<file path="src/shared/sipd_pkg.sv">
// constants and carriers for the stop/idle power-down controller
package sipd_pkg;
    localparam logic [7:0] STOP_OPCODE = 8'h7F;
    localparam logic [7:0] IDLE_OPCODE = 8'h6F;
    localparam logic [7:0] STOP_ENABLE_PATTERN = 8'hA5;
    localparam logic [7:0] STOP_CTRL_RESET = 8'h00;
    localparam logic [1:0] DIV_SELECT_RESET = 2'h0;
    localparam logic [15:0] RESET_START_ADDR = 16'h0100;
    localparam int unsigned CLK_HZ = 20000000;
    // default stabilization wait, in microseconds
    localparam int unsigned STAB_DEFAULT_US = 100;
    localparam int unsigned STAB_DEFAULT_CYC =
        (CLK_HZ / 1000000) * STAB_DEFAULT_US;
    localparam int unsigned STAB_WIDTH = 16;
    localparam int unsigned FILTER_LEN = 4;
    localparam int unsigned EXT_INT_COUNT = 12;

    typedef enum logic [2:0] {
        SIPD_RUN,
        SIPD_IDLE,
        SIPD_STOP,
        SIPD_WAKE_WAIT,
        SIPD_RESET_WAIT
    } sipd_state_e;

    // cpu side request group
    typedef struct packed {
        logic opValid;
        logic [7:0] opcode;
        logic [15:0] nextPc;
    } sipd_cpu_req_s;

    // wake answer towards the cpu
    typedef struct packed {
        logic fetchStart;
        logic [15:0] fetchAddr;
        logic serviceIrq;
    } sipd_cpu_ans_s;

    // whole controller state
    typedef struct packed {
        sipd_state_e state;
        logic [STAB_WIDTH-1:0] stabCnt;
        logic [7:0] stopCtrl;
        logic [1:0] divSelect;
        logic [15:0] resumePc;
        logic fromReset;
        logic oscEnable;
        logic cpuClkEnable;
        logic periphClkEnable;
        logic portDirHold;
        sipd_cpu_ans_s ans;
    } sipd_ctrl_s;
endpackage : sipd_pkg

</file>
<file path="src/core/sipd_int_filter.sv">
// noise filter and synchroniser for the external wake interrupts
`timescale 1ns/1ps
`default_nettype none
module sipd_int_filter (
    // clock and reset
    input wire logic core_clk,
    input wire logic rst,
    // raw pins and filtered levels
    input wire logic [sipd_pkg::EXT_INT_COUNT-1:0] pinRaw,
    output logic [sipd_pkg::EXT_INT_COUNT-1:0] pinClean
);
    // one sync-and-filter chain per pin
    genvar i;
    generate
        for (i = 0; i < sipd_pkg::EXT_INT_COUNT; i++)
        begin : g_pin
            logic meta_reg;
            logic sync_reg;
            logic [sipd_pkg::FILTER_LEN-1:0] hist_reg;
            logic clean_reg;
            // a pulse shorter than the filter length is ignored
            always_ff @(posedge core_clk or posedge rst)
            begin
                if (rst)
                begin
                    meta_reg <= 1'b0;
                    sync_reg <= 1'b0;
                    hist_reg <= '0;
                    clean_reg <= 1'b0;
                end
                else
                begin
                    meta_reg <= pinRaw[i];
                    sync_reg <= meta_reg;
                    hist_reg <= {hist_reg[sipd_pkg::FILTER_LEN-2:0],
                        sync_reg};
                    if (&hist_reg)
                        clean_reg <= 1'b1;
                    else if (~|hist_reg)
                        clean_reg <= 1'b0;
                end
            end
            assign pinClean[i] = clean_reg;
        end
    endgenerate
endmodule : sipd_int_filter
`default_nettype wire

</file>
<file path="src/core/sipd_power_ctrl.sv">
// stop and idle power-down sequencer
`timescale 1ns/1ps
`default_nettype none
module sipd_power_ctrl (
    // clock and reset
    input wire logic core_clk,
    input wire logic rst,
    // cpu instruction report
    input wire sipd_pkg::sipd_cpu_req_s cpuReq,
    // software writes to stop control and divider select
    input wire logic stopCtrlWrite,
    input wire logic [7:0] stopCtrlData,
    input wire logic divSelectWrite,
    input wire logic [1:0] divSelectData,
    input wire logic [sipd_pkg::STAB_WIDTH-1:0] stabCount,
    // interrupt sources
    input wire logic [sipd_pkg::EXT_INT_COUNT-1:0] extIntPin,
    input wire logic [sipd_pkg::EXT_INT_COUNT-1:0] extIntEnable,
    input wire logic internalIrq,
    // clock gating and status
    output logic oscEnable,
    output logic cpuClkEnable,
    output logic periphClkEnable,
    output logic portDirHold,
    output logic [1:0] divSelect,
    output logic [7:0] stopCtrl,
    output logic [15:0] resumePc,
    // answer to the cpu
    output sipd_pkg::sipd_cpu_ans_s cpuAns
);
    // notes on the sequencer for whoever picks it up next
    // the core clock stands for the oscillator. stop shows as a low
    //   oscEnable; the simulation clock runs on so that the wake filter
    //   and counters go on working, but neither the cpu nor the
    //   peripherals may use a cycle while oscEnable is low.
    // stop is honoured only while the stop control register holds the
    //   enable pattern as the opcode retires, so a runaway program that
    //   hits the stop opcode cannot freeze the part by accident.
    // idle is always honoured. only the cpu clock is gated, so timers
    //   and serial blocks keep working and may raise the waking interrupt.
    // opcodes reported outside the run state are dropped: a gated cpu
    //   retires nothing, and whatever shows up is a glitch on its bus.
    // a stop wake comes only from the twelve external pins, after the
    //   synchroniser and the noise filter, and only while enabled; the
    //   internal sources have no clock to raise anything with.
    // an idle wake comes from any enabled source. with every source
    //   masked the reset pin is the only way out.
    // no wake touches the divider select bits. only a reset clears them,
    //   which drops the system clock to its slowest setting.
    // both a stop wake and a reset release count a stabilization wait
    //   before the cpu clock returns. the stop wake loads the count on stabCount
    //   in the cycle the wake is seen; a reset uses the package default.
    // the answer pulses last one cycle. fetchStart carries the reset
    //   start address; serviceIrq tells the cpu to take the waking
    //   interrupt and, on return, go on from the address in resumePc.
    // resumePc is caught on entry to either mode and means something only
    //   after an interrupt wake; after a reset it reads zero.
    // a write to the stop control register in the cycle of a stop wake
    //   loses, as the wake clears the register: one arming, one stop.
    // the port direction hold stays high for the whole idle stay and
    //   drops with the return of the cpu clock.
    // reset is asynchronous and loads constants only; the sequencer
    //   leaves it in the reset wait with the oscillator already running.
    // there is no buffering: an opcode report while a mode is being
    //   entered or left is simply not looked at.

    sipd_pkg::sipd_ctrl_s ctrl_reg;
    sipd_pkg::sipd_ctrl_s ctrl_next;
    logic [sipd_pkg::EXT_INT_COUNT-1:0] extClean;
    logic extWake;
    logic anyWake;
    logic stopReq;
    logic idleReq;

    // pins are synchronised and filtered before any logic sees them
    sipd_int_filter i_sipd_int_filter (
        .core_clk(core_clk),
        .rst(rst),
        .pinRaw(extIntPin),
        .pinClean(extClean)
    );

    // only enabled filtered pins may wake from stop
    assign extWake = |(extClean & extIntEnable);
    // idle wakes on any enabled interrupt; all masked means stay
    assign anyWake = extWake | internalIrq;

    // opcode decode. only the run state listens, as a gated cpu cannot
    // retire anything; a stop opcode without the enable pattern already
    // in the stop control register is dropped, which keeps a stray
    // opcode from freezing the part
    assign stopReq = cpuReq.opValid &&
        cpuReq.opcode == sipd_pkg::STOP_OPCODE &&
        ctrl_reg.stopCtrl == sipd_pkg::STOP_ENABLE_PATTERN;
    assign idleReq = cpuReq.opValid &&
        cpuReq.opcode == sipd_pkg::IDLE_OPCODE;

    // next-state logic
    always_comb
    begin
        ctrl_next = ctrl_reg;
        ctrl_next.ans.fetchStart = 1'b0;
        ctrl_next.ans.serviceIrq = 1'b0;
        if (stopCtrlWrite)
            ctrl_next.stopCtrl = stopCtrlData;
        if (divSelectWrite)
            ctrl_next.divSelect = divSelectData;
        unique case (ctrl_reg.state)
            sipd_pkg::SIPD_RUN:
            begin
                // the return address is caught here; the cpu bus is
                // quiet for the whole of the stay
                if (stopReq)
                begin
                    // halt oscillator, cpu and peripherals
                    ctrl_next.state = sipd_pkg::SIPD_STOP;
                    ctrl_next.oscEnable = 1'b0;
                    ctrl_next.cpuClkEnable = 1'b0;
                    ctrl_next.periphClkEnable = 1'b0;
                    ctrl_next.resumePc = cpuReq.nextPc;
                end
                else if (idleReq)
                begin
                    // cpu clock gated, peripherals keep running
                    ctrl_next.state = sipd_pkg::SIPD_IDLE;
                    ctrl_next.cpuClkEnable = 1'b0;
                    ctrl_next.portDirHold = 1'b1;
                    ctrl_next.resumePc = cpuReq.nextPc;
                end
            end
            sipd_pkg::SIPD_IDLE:
            begin
                // with every source masked only the reset pin ends
                // the stay, as nothing else can raise anyWake
                // divider select left as is on interrupt release
                if (anyWake)
                begin
                    ctrl_next.state = sipd_pkg::SIPD_RUN;
                    ctrl_next.cpuClkEnable = 1'b1;
                    ctrl_next.portDirHold = 1'b0;
                    ctrl_next.ans.serviceIrq = 1'b1;
                end
            end
            sipd_pkg::SIPD_STOP:
            begin
                // the enable is applied after the filter, so a masked
                // pin may toggle freely without waking the part
                // only the clean external pins can restart the clock
                if (extWake)
                begin
                    ctrl_next.state = sipd_pkg::SIPD_WAKE_WAIT;
                    ctrl_next.oscEnable = 1'b1;
                    ctrl_next.stabCnt = stabCount;
                    ctrl_next.stopCtrl = sipd_pkg::STOP_CTRL_RESET;
                end
            end
            sipd_pkg::SIPD_WAKE_WAIT,
            sipd_pkg::SIPD_RESET_WAIT:
            begin
                // one count per cycle; a zero count still costs a cycle
                if (ctrl_reg.stabCnt != '0)
                    ctrl_next.stabCnt = ctrl_reg.stabCnt - 1'b1;
                else
                begin
                    // clocks come back and the cpu learns why it woke
                    ctrl_next.state = sipd_pkg::SIPD_RUN;
                    ctrl_next.cpuClkEnable = 1'b1;
                    ctrl_next.periphClkEnable = 1'b1;
                    ctrl_next.fromReset = 1'b0;
                    if (ctrl_reg.fromReset)
                    begin
                        ctrl_next.ans.fetchStart = 1'b1;
                        ctrl_next.ans.fetchAddr =
                            sipd_pkg::RESET_START_ADDR;
                    end
                    else
                        ctrl_next.ans.serviceIrq = 1'b1;
                end
            end
            // an illegal code can only come from an upset; run is the exit
            default:
                ctrl_next.state = sipd_pkg::SIPD_RUN;
        endcase
    end

    // reset loads defaults; oscillator stays up while counting out
    // resumePc and the answer fields mean nothing until first used,
    // but they are cleared anyway so no unknown leaves the block
    always_ff @(posedge core_clk or posedge rst)
    begin
        if (rst)
        begin
            ctrl_reg.state <= sipd_pkg::SIPD_RESET_WAIT;
            ctrl_reg.stabCnt <=
                sipd_pkg::STAB_WIDTH'(sipd_pkg::STAB_DEFAULT_CYC);
            ctrl_reg.stopCtrl <= sipd_pkg::STOP_CTRL_RESET;
            ctrl_reg.divSelect <= sipd_pkg::DIV_SELECT_RESET;
            ctrl_reg.resumePc <= 16'h0000;
            ctrl_reg.fromReset <= 1'b1;
            ctrl_reg.oscEnable <= 1'b1;
            ctrl_reg.cpuClkEnable <= 1'b0;
            ctrl_reg.periphClkEnable <= 1'b0;
            ctrl_reg.portDirHold <= 1'b0;
            ctrl_reg.ans.fetchStart <= 1'b0;
            ctrl_reg.ans.fetchAddr <= 16'h0000;
            ctrl_reg.ans.serviceIrq <= 1'b0;
        end
        else
            ctrl_reg <= ctrl_next;
    end

    // outputs straight from the state register
    // all are flops, so no decode glitch can reach a clock gate; the
    // price is one cycle of latency on every mode change
    assign oscEnable = ctrl_reg.oscEnable;
    assign cpuClkEnable = ctrl_reg.cpuClkEnable;
    assign periphClkEnable = ctrl_reg.periphClkEnable;
    assign portDirHold = ctrl_reg.portDirHold;
    assign divSelect = ctrl_reg.divSelect;
    assign stopCtrl = ctrl_reg.stopCtrl;
    assign resumePc = ctrl_reg.resumePc;
    assign cpuAns = ctrl_reg.ans;
endmodule : sipd_power_ctrl
`default_nettype wire

</file>
<file path="config.mk">
export PLATFORM = sky130hd
export DESIGN_NAME = sipd_power_ctrl
export DESIGN_NICKNAME = d
export VERILOG_FILES = /design/src/shared/sipd_pkg.sv /design/src/core/sipd_int_filter.sv /design/src/core/sipd_power_ctrl.sv
export SDC_FILE = /design/constraint.sdc
export NUM_CORES = 1
export LEC_CHECK = 0
export ABC_AREA = 1
export BUFFER_PORTS_ARGS = -buffer_cell sky130_fd_sc_hd__buf_4
export CORE_ASPECT_RATIO = 0.6
export CORE_UTILIZATION = 45
export CTS_BUF_LIST = sky130_fd_sc_hd__clkbuf_4 sky130_fd_sc_hd__clkbuf_8 sky130_fd_sc_hd__clkbuf_16
export DETAILED_ROUTE_END_ITERATION = 8
export GPL_TIMING_DRIVEN = 0
export PLACE_DENSITY_LB_ADDON = 0.2
export SLEW_MARGIN = 15
export SYNTH_ARGS = -nofsm -noshare
export SYNTH_HDL_FRONTEND = slang
export SYNTH_SLANG_ARGS = --single-unit
</file>
<file path="constraint.sdc">
create_clock -name core_clk -period 7.35 [get_ports core_clk]
set_input_delay 1.47 -clock core_clk [delete_from_list [all_inputs] [get_ports core_clk]]
set_output_delay 1.47 -clock core_clk [all_outputs]
set_load 0.01 [all_outputs]
</file>
== Word level (Yosys, flattened, before mapping) ==
Index checks and enable logic that the tools add are counted.
Operators by class
  add/sub/neg operators: 1
  equality and inequality tests: 27
  mux-type cells: 55
  bitwise logic cells: 3
  reductions and logical operators: 46
Operator list (count)
  AND reduction 4 bit: 15
  2-to-1 mux 16 bit: 3
  OR reduction 4 bit: 12
  2-to-1 mux 1 bit: 34
  2-to-1 mux 17 bit: 2
  case mux 16 bit (2 select lines): 1
  2-to-1 mux 27 bit: 1
  != test 2 x 1 -> 1 bit, second input constant: 12
  2-to-1 mux 18 bit: 1
  == test 8 x 7 -> 1 bit, second input constant: 2
  2-to-1 mux 8 bit: 2
  nonzero test 16 bit: 1
  subtractor 16 x 1 -> 16 bit, second input constant: 1
  != test 2 bit, second input constant: 7
  AND 12 bit: 1
  2-to-1 mux 3 bit: 4
  case mux 3 bit (4 select lines): 1
  AND reduction 3 bit: 4
  OR reduction 12 bit: 1
  nonzero test 2 bit: 5
  == test 8 bit, second input constant: 1
  case mux 1 bit (2 select lines): 4
  == test 3 x 2 -> 1 bit, second input constant: 2
  AND reduction 2 bit: 2
  other kinds (11): 13
Storage, ports and cells
  register bits after elaboration: 137
  input bits: 80

== Depth between registers and ports, before layout ==
Gate-level depths: netlist of the first run.
  word-level depth: 5
  gate-level depth with buffers: 11
  mapped depth without buffers: 11

== Modules after synthesis ==
A second synthesis of the first run with hierarchy kept.
Unflattened totals
  cells, all modules: 643
  area total of the unflattened synthesis: 5948.2 um^2
Modules (own cells, without submodules)
  sipd_power_ctrl: times used 1, cells each 474, area each 3452.1 um^2
  sipd_int_filter: times used 1, cells each 169, area each 2496.1 um^2

== Least setup slack after synthesis of the first run ==
Ideal clock, no wire load.
  kind: input port to flip-flop
  start: input extIntEnable[11] (netlist name)
  end: register ctrl_reg[61] (netlist name)
  arrival: 2.288 ns
  required time: 7.233 ns
  setup slack: 4.944 ns
  stages: 9
  path buffers: 1
  path through: nand2_1 -> nand2_1 -> nor2_2 -> nand3_4 -> nand2_4 -> nand2_8 -> buf_6 -> nand3_1 -> nand2_1
On the way
  word-level cells in the longest chain between the ends: 4
Ends and longest elaborated chain
  start, declared: RTL line sipd_power_ctrl.sv:18  | input wire logic [sipd_pkg::EXT_INT_COUNT-1:0] extIntEnable,
  AND 12 bit: RTL line sipd_power_ctrl.sv:84  | assign extWake = |(extClean & extIntEnable);
  OR reduction 12 bit: RTL line sipd_power_ctrl.sv:84
  != test 2 bit (no line)
  AND reduction 3 bit (no line)
  end signal, assigned: RTL line sipd_power_ctrl.sv:209  | ctrl_reg <= ctrl_next;
  end, declared: RTL line sipd_power_ctrl.sv:67  | sipd_pkg::sipd_ctrl_s ctrl_reg;
Every way passes these cells.
A chain may end at the register's enable or synchronous reset.

== Final worst setup path of the first run ==
  start: register, netlist name stopCtrl[2]
  end: output stopCtrl[2]
RTL lines
  end, declared: RTL line sipd_power_ctrl.sv:26  | output logic [7:0] stopCtrl,
No word-level cell between the ends.

==> results of run 1 <==
-- worst reg2reg max path, cell delays in order, from the launching register on --
cell,delay (ps)
dfrtp_1,380
inv_1,160
ha_1,200
inv_1,100
nor3_1,270
nand2_1,110
xor2_1,160
nand2_1,80
nand3_1,70
nand2_1,50
-- cells in the mapped netlist (3+ instances only) --
cell	count	area share, %
o21ai_1	11	0.95
nor2_2	12	1.3
inv_1	44	2.8
nor2_1	41	2.7
xor2_1	5	0.76
nand3_1	47	4.1
buf_4	47	6.1
nor3_1	3	0.26
buf_2	4	0.35
nand2_4	4	0.78
nand3_2	3	0.52
o21ai_0	19	1.6
nand4_1	17	1.8
dfrtp_1	128	55
a21oi_1	13	1.1
dfstp_2	9	4.1
nand2_1	159	10
nor4_1	12	1.3
-- cells by family (layout without fill, tap and decap cells) --
logic type      count (synthesis)  after routing  synth area share, %
xor+xnor                        5              5               0.7553
mux                             2              2               0.3884
flops                         137            137                59.32
fa+ha+maj                       2              2               0.4315
simple gates                  305            305                24.26
other cells                     1             15              0.06468
buf+inv                       102            247                10.23
compound gates                 49             49                4.553
-- path summary, 6_finish.rpt --
check | cells past startpoint | startpoint | end | slack, ps
max | 2 | stopCtrl[2] | stopCtrl[2] | 4770
min | 0 | i_sipd_int_filter.g_pin[8].meta_reg | i_sipd_int_filter.g_pin[8].sync_reg | 350
max reg2reg | 9 | ctrl_reg[49] | ctrl_reg[61] | 5660
min reg2reg | 0 | i_sipd_int_filter.g_pin[8].meta_reg | i_sipd_int_filter.g_pin[8].sync_reg | 350
max in group asynchronous | 3 | rst | ctrl_reg[53] | 5460
min in group asynchronous | 2 | rst | i_sipd_int_filter.g_pin[0].sync_reg | 1100
-- power breakdown --
| part | internal (W) | switching [W] |
|---|---|---|
| logic | 0.000191 | 0.000253 |
| clock network | 0.000555 | 0.000324 |
| registers | 0.000833 | 0.0000529 |
-- per-stage QoR --
stage / instances / power [W] / worst slack (ps) / util (%) / instance area, um2
after floorplan: 617 / 0.001187 / 2227 / - / 5851
after global placement: 894 / 0.001322 / 901.3 / 56.10 / 6898
after detailed placement: 895 / 0.001342 / 4540 / 56.37 / 6930
after CTS: 927 / 0.002231 / 4760 / 61.41 / 7551
after global routing: 927 / 0.002325 / 4718 / 61.41 / 7551
final: 927 / 0.002209 / 4770 / 61.41 / 7551
-- cell type report --
cell class                 instances  area (um2)
fill                            1012        4745
sequential                       137        3440
multi-input combinational        378        1818
timing repair buffer             113       868.3
clock buffer                      19       452.9
buffer                            55       414.1
tap                              165       206.4
inverter                          47       183.9
clock inverter                    13       167.7
-- per-layer routing --
| layer | GRT usage (%) | up-vias | wire length, um |
|---|---|---|---|
| met5 | 0 | - | 0 |
| met2 | 28.19 | 164 | 5252 |
| met3 | 5.228 | 13 | 903 |
| met1 | 29.49 | 2076 | 6234 |
| met4 | 6.186 | 0 | 108 |
| li1 | - | 2176 | - |
==> metrics.md, run 1 <==
| Metric | Value |
|---|---|
| Clock Sinks | 137 |
| Diode count | 0 |
| Total Routing Usage GR | 19.85% |
| Most used DFF post-synth | dfrtp_1 |
| CP max stage delay | 430 ps |
| Hold crit path type | flop to flop |
| Final min period | 2580 ps |
| FMAX | 0.3876 GHz |
| Initial Utilization | 47.16% |
| Worst setup SP type | flop |
| DRT Pass-1 Iters | 5 |
| Status | completed |
| Slowest cell on the critical path | dfrtp_1 |
| DR WL/cell | 13.48 um |
| Fin crit share | 35.10% |
| Leakage | 3.839 nW |
| CP Buf/Inv Count | 2 |
| Unique masters post-synth | 36 |
| Chip height | 89.93 um |
| Largest net degree at the start of global routing | 90 |
| Initial antenna violation count | 0 |
| Number of synthesized flops with an enable pin | 0 |
| Chip Width | 148.5 um |
| Number of global-route vias before repair | 4190 |
| WP data arrival | 1110 ps |
| Peak supply drop | 176.8 uV |
| Layout Skew | 6.740 ps |
| RSZ-0062 raised after global routing | false |
| Layout Nets | 831 |
| Family with the most delay on the worst path | flip-flops |
| Synth-to-layout area growth | 30.23% |
| Post-Syn Area per Cell | 9.615 um2 |
| HPWL after DPL | 9054 um |
| Share of post-route cells with drive strength above 1 | 31.63% |
| Hold Slack | 347.0 ps |
| Mapped Cells | 603 |
| Cts hold-fix bufs | 0 |
| CP dominant cell by count | buf_4 |
| Seq/Total Area, Yosys | 59.32% |
| Synth warnings | 0 |
| Cts bufs inserted | 17 |
| Port buffer count | 112 |
| # IOs | 128 |
| Pwr dens | 292.6 mW/mm2 |
| Synthesized cell area | 0.005798 mm2 |
| CP max FO | 4 |
| Die area | 0.01336 mm2 |
| Clk_lat worst skew | 410 ps |
| Data required time of the critical path | 5880 ps |
| Critical Path End Type | output port |
| Crit-path cells | buf_4 > buf_4 |
| Fin. Hold Viols | 0 |
| Post-CTS Resized | 0 |
| DR vias | 4429 |
| CTS root buf | clkbuf_16 |
| Core Footprint | 0.01230 mm2 |
| GP Congestion | 0.8940 |
| H-tree levels | 4 |
| # DRC | 0 |
| Post-CTS Repair Setup Buffers | 0 |
| Post-synth ARST share | 100.0% |
| Max reg flops | 48 |
| First-pass GRT wire length | 20540 um |
| Synthesized flop and latch total | 137 |
| Global route total overflow | 0 |
| Routed WL | 12500 um |
| Crit path kind | flop to output port |
| Most frequent cells in the layout | nand2_1 (159), buf_4 (159), dfrtp_1 (128), nand3_1 (47), inv_1 (43) |
| Vias per cell | 4.778 |
| CTS tree | yes |
| Clock tree buffer depth | 2 |
| Post-Route Setup TNS | 0 ps |
| CTS clock-pin slew for the worst setup and hold paths | 60 ps |
| Max-slew violations | 0 |
| # rows | 31 |
| Initial DRC count | 224 |
| Max Cap Viol | 0 |
| # setup viols final | 0 |
| Routed Antenna Nets | 0 |
Power figures use the tool's default switching activity.
==> run 2, diff against run 1 <==
ABC_AREA = 0   (was 1)
clock period = 2.7 ns   (was 7.35 ns; I/O delays follow)
==> run 2 against run 1 <==
Effect of this change:
- flip-flop and latch count unchanged
- largest cell class unchanged
- sequential share of layout area increased by 2.1 points
- largest power group unchanged
- synthesized cell count decreased by 26%
- critical path type is now flop to flop
==> metrics.md, run 2 <==
| Metric | Value |
|---|---|
| Leakage | 3.446 nW |
| Max reg flops | 48 |
| Routed WL | 12070 um |
| CTS root buf | clkbuf_16 |
| Die area | 0.01258 mm2 |
| Layout Nets | 678 |
| Most frequent cell after synthesis | dfrtp_1 |
| CP max FO | 10 |
| Vias per cell | 5.142 |
| DR vias | 3954 |
| Top cell type's share of synthesized area | 58.74% |
| Cts bufs inserted | 17 |
| Worst-margin pin slew | 626.8 ps |
| Initial DRC count | 229 |
| H-tree levels | 4 |
| Pwr dens | 789.1 mW/mm2 |
| Clock tree buffer depth | 2 |
| Max-slew violations | 0 |
| GP Congestion | 0.8605 |
| Max-slew headroom | 57.62% |
| Cts hold-fix bufs | 0 |
| Seq/Total Area, Yosys | 63.08% |
| # setup viols final | 0 |
| Data required time of the critical path | 3030 ps |
| Dominant cells by area after synthesis | dfrtp_1 (59%), buf_4 (6.1%), dfstp_2 (4.3%), mux2_2 (3.7%), nor2_1 (2.3%) |
| Chip height | 87.27 um |
| Fin crit share | 91.14% |
| Initial antenna violation count | 0 |
| Fin. Hold Viols | 0 |
| Synth-to-layout area growth | 32.38% |
| Chip Width | 144.1 um |
| Hold Slack | 92.56 ps |
| DR WL/cell | 15.70 um |
| # DRC | 0 |
| Synthesized flop and latch total | 137 |
| Worst setup SP type | flop |
| Routed wl met3 | 889 um |
| WP data arrival | 2790 ps |
| Total Routing Usage GR | 21.28% |
| Most frequent cells in the layout | buf_4 (155), dfrtp_1 (128), nor2_1 (33), nand2_1 (21), a31oi_1 (19) |
| Number of global-route vias before repair | 3979 |
| R2r setup slk | 240 ps |
| Clock Sinks | 137 |
| CTS tree | yes |
| Share of post-route cells with drive strength above 1 | 37.77% |
| Met1 wire length | 5667 um |
| FF-to-FF path depth | 7 |
| Critical Path End Type | flop |
| Most used DFF post-synth | dfrtp_1 |
| Crit path kind | flop to flop |
| Met2 WL | 5368 um |
| Post-Route Setup TNS | 0 ps |
| Unique masters post-synth | 55 |
| Final Cell Area | 0.007218 mm2 |
| Post-Syn Area per Cell | 12.17 um2 |
| Layout Skew | 10.21 ps |
| Peak supply drop | 399.2 uV |
| Diode count | 0 |
| HPWL after DPL | 8775 um |
| R2R Path Start | ctrl_reg[66] |
| CTS clock-pin slew for the worst setup and hold paths | 60 ps |
| Clk_lat worst skew | 410 ps |
| Port buffer count | 111 |
| FMAX | 0.4064 GHz |
| CP Launch Point | ctrl_reg[66] |
| Tot Pwr | 0.005696 W |
| RSZ-0062 raised after global routing | false |
| First-pass GRT wire length | 19890 um |
| Post-synth ARST share | 100.0% |
| Placed Area | 0.006623 mm2 |
| # rows | 30 |
| Commonest non-fill, non-tap cell in the layout | buf_4 |
| Largest net degree at the start of global routing | 40 |
| Synth top cells by count | dfrtp_1 (128), buf_4 (44), nor2_1 (33) |
| Core Footprint | 0.01156 mm2 |
| Routed Antenna Nets | 0 |
| Number of synthesized flops with an enable pin | 0 |
| Reg-to-Reg End | ctrl_reg[65] |
| Top routing layer in use | met4 |
| # IOs | 128 |
| Mapped Cells | 448 |
| Status | completed |
| Synth warnings | 0 |
| Max Cap Viol | 0 |
| Global route total overflow | 0 |
| Initial Utilization | 47.16% |
| Synth area leader | dfrtp_1 |
| Synthesized cell area | 0.005453 mm2 |
| Final min period | 2461 ps |
| Hold crit path type | primary input to async pin |
| DRT Pass-1 Iters | 5 |
==> run 2: logic make-up (layout without fill, tap and decap cells) <==
kind of cell	count (synthesis)	after routing	synth area share, %
flops	137	137	63.08
buf+inv	67	214	7.710
fa+ha+maj	2	2	0.4589
simple gates	120	120	11.43
other cells	1	15	0.06877
mux	28	28	5.553
compound gates	93	93	11.70
==> run 2: stage by stage <==
step,setup slack [ps],util [%],instances
global route,64.13,62.44,769
CTS,170.9,62.33,769
finish,239.2,62.44,769
detailed placement,120.6,57.28,737
global placement,-320.9,56.59,733
floorplan,460.2,-,462
==> run 2: layout make-up <==
class,instances,area (um2)
Buffer,61,397.9
Clock buffer,17,425.4
Clock inverter,15,157.7
Fill cell,968,4343
Inverter,6,26.28
Multi-Input combinational cell,258,1658
Sequential cell,137,3440
Tap cell,160,200.2
Timing Repair Buffer,115,913.4
==> run 2: critical path, cell delays in order, from the launching register on <==
cell and delay, ps:
dfrtp_1 400, clkbuf_1 330, nand2_1 190, a31oi_1 330, clkbuf_1 470, clkbuf_1 420, a21oi_1 110, mux2i_1 150
==> run 2: worst max-delay path by stage <==
stage                                           to  slack, ps
6_report                              ctrl_reg[65]        240
5_1_grt                               ctrl_reg[62]         60
4_1_cts                               ctrl_reg[62]        170
3_5_place_dp                          ctrl_reg[65]        120
3_3_place_gp   i_sipd_int_filter.g_pin[1].meta_reg       -320
2_1_floorplan                            cpuAns[0]        460
==> run 2: power breakdown <==
part	internal, W	total, W	switching, W
clock network	0.00131	0.00227	0.000962
registers	0.00232	0.00253	0.000208
logic	0.000448	0.000898	0.000451
total	0.00408	0.00570	0.00162
==> run 2: timing repair <==
action,CTS,global route
resized for setup,0,2
setup buffers,0,0
setup endpoints to repair,0,8
==> run 2: layer usage <==
layer	vias to the layer above	track usage (%)
li1	1853	-
met1	1928	28.99
met5	-	0
met3	17	6.322
met2	156	31.80
met4	0	8.994
